[src/hw/phase_pulse_pkg.sv]
package phase_pulse_pkg;

  // ----------------------------------------------------------------
  // Phase distribution
  // ----------------------------------------------------------------
  localparam int unsigned MAX_PHASES = 6;
  localparam int unsigned PHASE_W = 3;
  localparam logic [PHASE_W-1:0] PTR_RESET = 3'h0;
  localparam logic [PHASE_W-1:0] COUNT_RESET = 3'h1;
  localparam int unsigned INTERLEAVE_DEG = 360;

  // ----------------------------------------------------------------
  // Load-line settings
  // ----------------------------------------------------------------
  localparam int unsigned DROOP_A_W = 6;
  localparam int unsigned DROOP_B_W = 4;
  localparam int unsigned DROOP_A_OPTIONS = 64;
  localparam int unsigned DROOP_B_OPTIONS = 16;
  localparam int unsigned DROOP_A_MAX_UOHM = 3125;
  localparam int unsigned DROOP_B_MAX_UOHM = 875;
  localparam logic [DROOP_A_W-1:0] DROOP_A_RESET = 6'h00;
  localparam logic [DROOP_B_W-1:0] DROOP_B_RESET = 4'h0;

  // ----------------------------------------------------------------
  // Voltage code decode, target in millivolts
  // ----------------------------------------------------------------
  localparam int unsigned VID_W = 8;
  localparam int unsigned MV_W = 12;
  localparam logic [VID_W-1:0] VID_RESET = 8'h00;
  localparam logic [MV_W-1:0] BASE_5MV_MV = 12'h0FA;
  localparam logic [MV_W-1:0] BASE_10MV_MV = 12'h1F4;
  localparam logic [MV_W-1:0] STEP_5MV_MV = 12'h005;
  localparam logic [MV_W-1:0] STEP_10MV_MV = 12'h00A;

endpackage : phase_pulse_pkg

[src/hw/phase_pulse_distributor_vid.sv]
`timescale 1ns/1ns
module phase_pulse_distributor_vid (
  input wire logic clk_in, // 250 MHz core clock
  input wire logic nrst_in, // Async reset, active low
  input wire logic cmp_trip_in, // Feedback fell to comp plus ramp
  input wire logic release_hold_in, // Load-release gating, high blocks pulses
  input wire logic [2:0] active_phases_in, // Active phase count, 1..6
  input wire logic droop_a_wr_in, // Load channel A load-line code
  input wire logic [5:0] droop_a_code_in, // Channel A load-line code
  input wire logic droop_b_wr_in, // Load channel B load-line code
  input wire logic [3:0] droop_b_code_in, // Channel B load-line code
  input wire logic vid_wr_in, // Load voltage code and step size
  input wire logic [7:0] vid_code_in, // Voltage code
  input wire logic step_10mv_in, // 1 selects 10 mV step
  output logic on_pulse_request_out, // One-cycle request pulse
  output logic [5:0] phase_pulse_out, // One-hot on-pulse per phase
  output logic [2:0] phase_ptr_out, // Phase that takes the next pulse
  output logic [5:0] droop_a_out, // Channel A load-line setting
  output logic [3:0] droop_b_out, // Channel B load-line setting
  output logic [7:0] vid_code_out, // Stored voltage code
  output logic step_10mv_out, // Stored step size
  output logic [11:0] reference_target_voltage_out // Target in mV
);

  // ----------------------------------------------------------------
  // Helpers
  // ----------------------------------------------------------------
  // Out-of-range counts are clamped so the pointer can never leave the phases
  function automatic logic [2:0] clamp_count(input logic [2:0] n);
    logic [2:0] r;
    r = n;
    if (n == 3'h0) begin
      r = 3'h1;
    end else if (n > 3'(phase_pulse_pkg::MAX_PHASES)) begin
      r = 3'(phase_pulse_pkg::MAX_PHASES);
    end
    return r;
  endfunction : clamp_count

  // Step select is active high: 1 picks the 10 mV step with its 500 mV base
  function automatic logic [11:0] decode_vid(input logic [7:0] code, input logic coarse_step);
    logic [11:0] r;
    logic [11:0] idx;
    idx = {4'h0, code} - 12'h001;
    r = 12'h000;
    if (code != 8'h00) begin
      if (coarse_step) begin
        r = phase_pulse_pkg::BASE_10MV_MV + 12'(idx * phase_pulse_pkg::STEP_10MV_MV);
      end else begin
        r = phase_pulse_pkg::BASE_5MV_MV + 12'(idx * phase_pulse_pkg::STEP_5MV_MV);
      end
    end
    return r;
  endfunction : decode_vid

  // ----------------------------------------------------------------
  // Pulse distribution
  // ----------------------------------------------------------------
  logic trip_prev_reg;
  logic trip_prev_next;
  logic req_reg;
  logic req_next;
  logic [5:0] pulse_reg;
  logic [5:0] pulse_next;
  logic [2:0] ptr_reg;
  logic [2:0] ptr_next;
  logic [2:0] count_reg;
  logic [2:0] count_next;
  logic [2:0] count_now;
  logic trip_event;

  always_comb begin
    count_now = clamp_count(active_phases_in);
    trip_prev_next = cmp_trip_in;
    // No minimum spacing: a comparator that trips sooner gets served sooner
    trip_event = cmp_trip_in & ~trip_prev_reg & ~release_hold_in;
    req_next = trip_event;
    count_next = count_now;
    ptr_next = ptr_reg;
    pulse_next = 6'h00;
    if (count_now != count_reg) begin
      ptr_next = phase_pulse_pkg::PTR_RESET;
      // A request in the change cycle goes to the first phase
      if (trip_event) begin
        pulse_next = 6'h01;
        ptr_next = (count_now == 3'h1) ? phase_pulse_pkg::PTR_RESET : 3'h1;
      end
    end else if (trip_event) begin
      pulse_next = 6'(6'h01 << ptr_reg);
      if (ptr_reg >= count_reg - 3'h1) begin
        ptr_next = phase_pulse_pkg::PTR_RESET;
      end else begin
        ptr_next = ptr_reg + 3'h1;
      end
    end
  end

  always_ff @(posedge clk_in or negedge nrst_in) begin
    if (!nrst_in) begin
      trip_prev_reg <= 1'b0;
      req_reg <= 1'b0;
      pulse_reg <= 6'h00;
      ptr_reg <= phase_pulse_pkg::PTR_RESET;
      count_reg <= phase_pulse_pkg::COUNT_RESET;
    end else begin
      trip_prev_reg <= trip_prev_next;
      req_reg <= req_next;
      pulse_reg <= pulse_next;
      ptr_reg <= ptr_next;
      count_reg <= count_next;
    end
  end

  assign on_pulse_request_out = req_reg;
  assign phase_pulse_out = pulse_reg;
  assign phase_ptr_out = ptr_reg;

  // ----------------------------------------------------------------
  // Load-line and voltage code settings
  // ----------------------------------------------------------------
  logic [5:0] droop_a_reg;
  logic [5:0] droop_a_next;
  logic [3:0] droop_b_reg;
  logic [3:0] droop_b_next;
  logic [7:0] vid_reg;
  logic [7:0] vid_next;
  logic step_reg;
  logic step_next;
  logic [11:0] vref_reg;
  logic [11:0] vref_next;

  always_comb begin
    droop_a_next = droop_a_wr_in ? droop_a_code_in : droop_a_reg;
    droop_b_next = droop_b_wr_in ? droop_b_code_in : droop_b_reg;
    vid_next = vid_wr_in ? vid_code_in : vid_reg;
    step_next = vid_wr_in ? step_10mv_in : step_reg;
    // Decoded from the stored code, so the target trails the stored code by one cycle and a write by two
    vref_next = decode_vid(vid_reg, step_reg);
  end

  always_ff @(posedge clk_in or negedge nrst_in) begin
    if (!nrst_in) begin
      droop_a_reg <= phase_pulse_pkg::DROOP_A_RESET;
      droop_b_reg <= phase_pulse_pkg::DROOP_B_RESET;
      vid_reg <= phase_pulse_pkg::VID_RESET;
      step_reg <= 1'b0;
      vref_reg <= 12'h000;
    end else begin
      droop_a_reg <= droop_a_next;
      droop_b_reg <= droop_b_next;
      vid_reg <= vid_next;
      step_reg <= step_next;
      vref_reg <= vref_next;
    end
  end

  assign droop_a_out = droop_a_reg;
  assign droop_b_out = droop_b_reg;
  assign vid_code_out = vid_reg;
  assign step_10mv_out = step_reg;
  assign reference_target_voltage_out = vref_reg;

  // ----------------------------------------------------------------
  // Checks
  // ----------------------------------------------------------------
  chk_trip_gives_request: assert property (
    @(posedge clk_in) disable iff (!nrst_in)
    (cmp_trip_in && !$past(cmp_trip_in) && !release_hold_in && $past(nrst_in))
      |=> on_pulse_request_out)
    else $error("comparator trip did not raise a request");

  chk_one_pulse_one_phase: assert property (
    @(posedge clk_in) disable iff (!nrst_in)
    on_pulse_request_out == $onehot(phase_pulse_out))
    else $error("request and phase pulse disagree");

  chk_single_phase_same: assert property (
    @(posedge clk_in) disable iff (!nrst_in)
    (on_pulse_request_out && count_reg == 3'h1) |-> phase_pulse_out == 6'h01)
    else $error("single phase mode pulsed another phase");

  chk_cyclic_order: assert property (
    @(posedge clk_in) disable iff (!nrst_in)
    (trip_event && count_now == count_reg && ptr_reg < count_reg - 3'h1)
      |=> ptr_reg == $past(ptr_reg) + 3'h1 && phase_pulse_out[$past(ptr_reg)])
    else $error("phase order not cyclic");

  chk_droop_a_load: assert property (
    @(posedge clk_in) disable iff (!nrst_in)
    droop_a_wr_in |=> droop_a_out == $past(droop_a_code_in))
    else $error("channel A load-line not loaded");

  chk_droop_b_hold: assert property (
    @(posedge clk_in) disable iff (!nrst_in)
    (!droop_b_wr_in ##1 !droop_b_wr_in) |-> $stable(droop_b_out))
    else $error("channel B load-line changed without write");

  chk_hold_blocks: assert property (
    @(posedge clk_in) disable iff (!nrst_in)
    release_hold_in[*2] |=> !on_pulse_request_out && phase_pulse_out == 6'h00)
    else $error("pulse issued during release hold");

  chk_vid_decode: assert property (
    @(posedge clk_in) disable iff (!nrst_in)
    (vid_wr_in && vid_code_in == 8'h01 && step_10mv_in) |-> ##2
      reference_target_voltage_out == 12'h1F4)
    else $error("code one at 10 mV step is not 500 mV");

  chk_vid_zero: assert property (
    @(posedge clk_in) disable iff (!nrst_in)
    (vid_wr_in && vid_code_in == 8'h00) |-> ##2 reference_target_voltage_out == 12'h000)
    else $error("code zero is not zero volts");

  chk_ptr_wrap: assert property (
    @(posedge clk_in) disable iff (!nrst_in)
    ((count_now != count_reg && !trip_event)
      || (trip_event && count_now == count_reg && ptr_reg == count_reg - 3'h1))
      |=> ptr_reg == 3'h0)
    else $error("pointer failed to wrap or clear");

  chk_ptr_range: assert property (
    @(posedge clk_in) disable iff (!nrst_in)
    ptr_reg < count_reg || (ptr_reg == 3'h0))
    else $error("pointer beyond active phases");

endmodule : phase_pulse_distributor_vid

[config.mk]
export PLATFORM = sky130hd
export DESIGN_NAME = phase_pulse_distributor_vid
export DESIGN_NICKNAME = d
export VERILOG_FILES = /design/src/hw/phase_pulse_pkg.sv /design/src/hw/phase_pulse_distributor_vid.sv
export SDC_FILE = /design/constraint.sdc
export NUM_CORES = 1
export LEC_CHECK = 0
export ABC_AREA = 1
export BUFFER_PORTS_ARGS = -buffer_cell sky130_fd_sc_hd__buf_2
export CAP_MARGIN = 0
export CORE_MARGIN = 4
export CORE_UTILIZATION = 46
export CTS_CLUSTER_DIAMETER = 200
export DETAILED_ROUTE_END_ITERATION = 8
export PLACE_DENSITY = 0.78
export SLEW_MARGIN = 20
export SYNTH_ARGS = -nofsm -noshare
export SYNTH_HDL_FRONTEND = slang
export SYNTH_SLANG_ARGS = --single-unit
[constraint.sdc]
create_clock -name clk_in -period 4.72 [get_ports clk_in]
set_input_delay 0.944 -clock clk_in [delete_from_list [all_inputs] [get_ports clk_in]]
set_output_delay 0.944 -clock clk_in [all_outputs]
set_load 0.01 [all_outputs]
==> flow_results.xml <==
<?xml version="1.0" encoding="UTF-8"?>
<metrics>
  <group name="power_and_ir_drop">
    <metric name="p_leak" unit="nW">2.10</metric>
    <metric name="cellPowerDensity" unit="nW/um2">395</metric>
    <metric name="pwr-share-clk" unit="%">19.5</metric>
    <metric name="seq_power_share" unit="%">32.0</metric>
    <metric name="pwr-share-comb" unit="%">48.5</metric>
    <metric name="internal_power" unit="W">0.000878</metric>
    <metric name="net-switching-power" unit="W">0.000609</metric>
    <metric name="power.switching_fraction" unit="%">41.0</metric>
    <metric name="ir_worst_vdd" unit="mV">0.140</metric>
  </group>
  <group name="sta">
    <metric name="timing.setup.tns" unit="ns">0</metric>
    <metric name="rsz_0062_raised_after_global_routing" unit="">no</metric>
    <metric name="clock.fmax" unit="MHz">300</metric>
    <metric name="setup_viol" unit="">0</metric>
    <metric name="part_of_the_cycle_the_worst_path_needs" unit="%">70.5</metric>
    <metric name="worst_slew_margin_rel" unit="%">36.5</metric>
    <metric name="drv_slew" unit="">0</metric>
    <metric name="final_hold_viol_count" unit="">0</metric>
    <metric name="post-route-worst-setup-slack" unit="ns">1.39</metric>
    <metric name="timing.clock.skew" unit="ns">0.00818</metric>
    <metric name="final.min_clock_period" unit="ns">3.33</metric>
    <metric name="tightestPinTransition" unit="ns">0.953</metric>
  </group>
  <group name="cts">
    <metric name="cts.repair.resized" unit="">0</metric>
    <metric name="clock_insertion_delay_worst_skew" unit="ns">0.30</metric>
    <metric name="clock-root-buffer" unit="">clkbuf_8</metric>
    <metric name="post-cts-setup-buffers" unit="">0</metric>
    <metric name="clockBufferDepth" unit="">2</metric>
    <metric name="cts_tree" unit="">done</metric>
    <metric name="clkTransAtPathRegs" unit="ns">0.09</metric>
    <metric name="cts-buffers-inserted" unit="">5</metric>
    <metric name="cts-hold-fix-buffers" unit="">0</metric>
    <metric name="max_h_tree_level" unit="">2</metric>
    <metric name="clkSinkCount" unit="">45</metric>
  </group>
  <group name="worst_setup_path">
    <metric name="data_arrival_time_of_the_critical_path" unit="ns">3.58</metric>
    <metric name="worst-path-max-fanout" unit="">6</metric>
    <metric name="end_kind" unit="">register</metric>
    <metric name="crit-reg2reg-capture" unit="">reference_target_voltage_out[11]</metric>
    <metric name="critPathLaunch" unit="">vid_code_out[0]</metric>
    <metric name="worstSetupPathType" unit="">register to register</metric>
    <metric name="worst-endpoint-required" unit="ns">4.97</metric>
    <metric name="startpoint_type" unit="">register</metric>
    <metric name="worstReg2RegStart" unit="">vid_code_out[0]</metric>
    <metric name="worst-r2r-setup-slack" unit="ns">1.39</metric>
    <metric name="cp-endpoint" unit="">reference_target_voltage_out[11]</metric>
    <metric name="reg2reg_depth" unit="">21</metric>
  </group>
  <group name="place">
    <metric name="globalplace.congestion" unit="">0.885</metric>
    <metric name="dp_worst_setup_slack" unit="ns">1.45</metric>
    <metric name="dp_hpwl" unit="um">5800</metric>
    <metric name="numPlacedInstances" unit="">573</metric>
    <metric name="numPortBuffers" unit="">69</metric>
  </group>
  <group name="yosys">
    <metric name="synth_sequential_area_ratio" unit="%">35.2</metric>
    <metric name="synth_edf_count" unit="">0</metric>
    <metric name="post_synth_num_cell_types" unit="">33</metric>
    <metric name="ys_async_sr_fraction" unit="%">100</metric>
    <metric name="syn-mean-instance-area" unit="um2">7.74</metric>
    <metric name="synthTopCellsByArea" unit="">dfrtp_1, ha_1, nand2_1</metric>
    <metric name="synth.cells.most_frequent" unit="">nand2_1, inv_1, dfrtp_1</metric>
    <metric name="synth.ff_latch_count" unit="">45</metric>
    <metric name="synth.cell_area" unit="um2">3200</metric>
    <metric name="most_used_dff_post_synth" unit="">dfrtp_1</metric>
    <metric name="netlist_instances" unit="">414</metric>
    <metric name="ys_warn_count" unit="">0</metric>
    <metric name="synth.top_cell.area_share" unit="%">34.4</metric>
    <metric name="post-synth-top-count-cell" unit="">nand2_1</metric>
    <metric name="yosys.area.top_type" unit="">dfrtp_1</metric>
    <metric name="mappedNetlistNets" unit="">479</metric>
  </group>
  <group name="global_route">
    <metric name="grt_use_total" unit="%">18.1</metric>
    <metric name="first_global_vias" unit="">2924</metric>
    <metric name="grt_start_max_net_pins" unit="">46</metric>
    <metric name="grt_remaining_overflow" unit="">0</metric>
    <metric name="grt_antenna_before_repair" unit="">0</metric>
    <metric name="grt_first_pass_wirelength" unit="um">12700</metric>
  </group>
  <group name="layout">
    <metric name="seq_area" unit="um2">1130</metric>
    <metric name="fillCellCount" unit="">620</metric>
    <metric name="post_route_cells_drive_above_1_share" unit="%">22.9</metric>
    <metric name="multi_input_comb_area" unit="um2">1790</metric>
    <metric name="num_antenna_cells" unit="">0</metric>
    <metric name="syn_to_final_growth" unit="%">17.3</metric>
    <metric name="layoutNonFillerInstCount" unit="">581</metric>
    <metric name="largest_reg_flops" unit="">12</metric>
    <metric name="fin_nets" unit="">549</metric>
  </group>
  <group name="routing">
    <metric name="drt-total-wl" unit="um">7160</metric>
    <metric name="drt_pass1_iterations" unit="">4</metric>
    <metric name="postRouteAntennaNets" unit="">0</metric>
    <metric name="routed_wire_length_per_instance" unit="um">12.3</metric>
    <metric name="drc" unit="">0</metric>
    <metric name="drtIter0Drc" unit="">144</metric>
    <metric name="vias" unit="">2894</metric>
    <metric name="avgViaCountPerCell" unit="">4.98</metric>
  </group>
  <group name="die">
    <metric name="dieHeight" unit="um">91.5</metric>
    <metric name="core_area" unit="um2">6790</metric>
    <metric name="placementRows" unit="">30</metric>
    <metric name="boundaryPins" unit="">70</metric>
    <metric name="starting_density_of_the_core" unit="%">47.2</metric>
    <metric name="die_w" unit="um">91.5</metric>
    <metric name="die-area" unit="um2">8360</metric>
  </group>
  <group name="hold_path">
    <metric name="worstHoldPathType" unit="">register to register</metric>
  </group>
  <group name="job">
    <metric name="timing.max_cap.violations" unit="">0</metric>
  </group>
  <group name="outcome">
    <metric name="status" unit="">finished clean</metric>
  </group>
</metrics>
==> worst min path at each step <==
| stage | depth (start not counted) | startpoint | slack (ns) | to |
|---|---|---|---|---|
| floorplan | 1 | droop_b_out[0] | 0.55 | droop_b_out[0] |
| global placement | 1 | droop_b_out[1] | 0.48 | droop_b_out[1] |
| detailed placement | 1 | droop_b_out[3] | 0.49 | droop_b_out[3] |
| CTS | 1 | droop_b_out[3] | 0.51 | droop_b_out[3] |
| global route | 1 | droop_a_out[4] | 0.54 | droop_a_out[4] |
| finish | 1 | droop_a_out[0] | 0.51 | droop_a_out[0] |
==> worst max-delay path, cell delays in order, from the launching register on <==
cell and delay (ns):
dfrtp_1 0.44, inv_2 0.13, ha_1 0.21, nand3_2 0.13, nor2_4 0.12, inv_2 0.06
nor2_4 0.09, xor2_2 0.21, inv_1 0.07, ha_1 0.32, ha_1 0.31, ha_1 0.37
nand2_1 0.09, nor2_1 0.10, nand2_1 0.08, nand2_1 0.08, nand2_1 0.06, nand2_1 0.07
nand2_1 0.06, a21oi_1 0.15, nand2_1 0.07, inv_1 0.05
==> power by group through the flow <==
stage | Clock (W) | Combinational, W | Sequential (W)
final | 0.000290 | 0.000721 | 0.000475
after global routing | 0.000312 | 0.000827 | 0.000483
after CTS | 0.000295 | 0.000715 | 0.000476
after detailed placement | 0 | 0.000708 | 0.000484
after global placement | 0 | 0.000687 | 0.000481
after floorplan | 0 | 0.000486 | 0.000509
==> per-layer routing <==
layer	track usage (%)	vias up	part of all wire (%)	wire, um
met1	21.9	1334	43	3090
met2	31.5	88	49	3490
met5	0	-	0	0
li1	-	1458	-	-
met4	7.16	0	1.5	109
met3	3.48	14	6.6	470
==> placed cells by master (no fill, tap or decap), types with 10 or more instances in the layout <==
| cell | instances |
|---|---|
| a21oi_1 | 23 |
| buf_2 | 69 |
| dfrtp_1 | 44 |
| ha_1 | 34 |
| inv_1 | 64 |
| mux2_2 | 10 |
| nand2_1 | 99 |
| nand3_1 | 21 |
| nor2_1 | 34 |
| o21ai_0 | 19 |
==> kinds of logic (layout without fill, tap and decap cells) <==
logic type,Yosys count,count (layout),synth area share [%]
adder cells (fa/ha/maj),36,36,14.5
XOR/XNOR,12,12,3.75
AND/OR/NAND/NOR,183,183,25.3
buffers and inverters,76,147,9.02
multiplexers,10,10,3.51
AO/OA/AOI/OAI,52,52,8.71
flip-flops,45,45,35.2
==> area by class of cell <==
class / instances / share of cell area [%]
Multi-Input combinational cell: 293 / 47.6
Clock inverter: 3 / 1.23
Sequential cell: 45 / 30.0
Inverter: 70 / 6.99
Tap cell: 96 / 3.20
Clock buffer: 5 / 1.83
Timing Repair Buffer: 69 / 9.19
==> through the flow <==
step | cell area [um2] | hold slack (ns) | total power, W | utilization (%)
floorplan | 3200 | 0.551 | 0.000995 | -
global placement | 3640 | 0.482 | 0.00117 | 53.6
detailed placement | 3640 | 0.490 | 0.00119 | 53.6
CTS | 3760 | 0.509 | 0.00149 | 55.3
global route | 3760 | 0.536 | 0.00162 | 55.3
finish | 3760 | 0.506 | 0.00149 | 55.3
(Power assumes the default switching activity.)
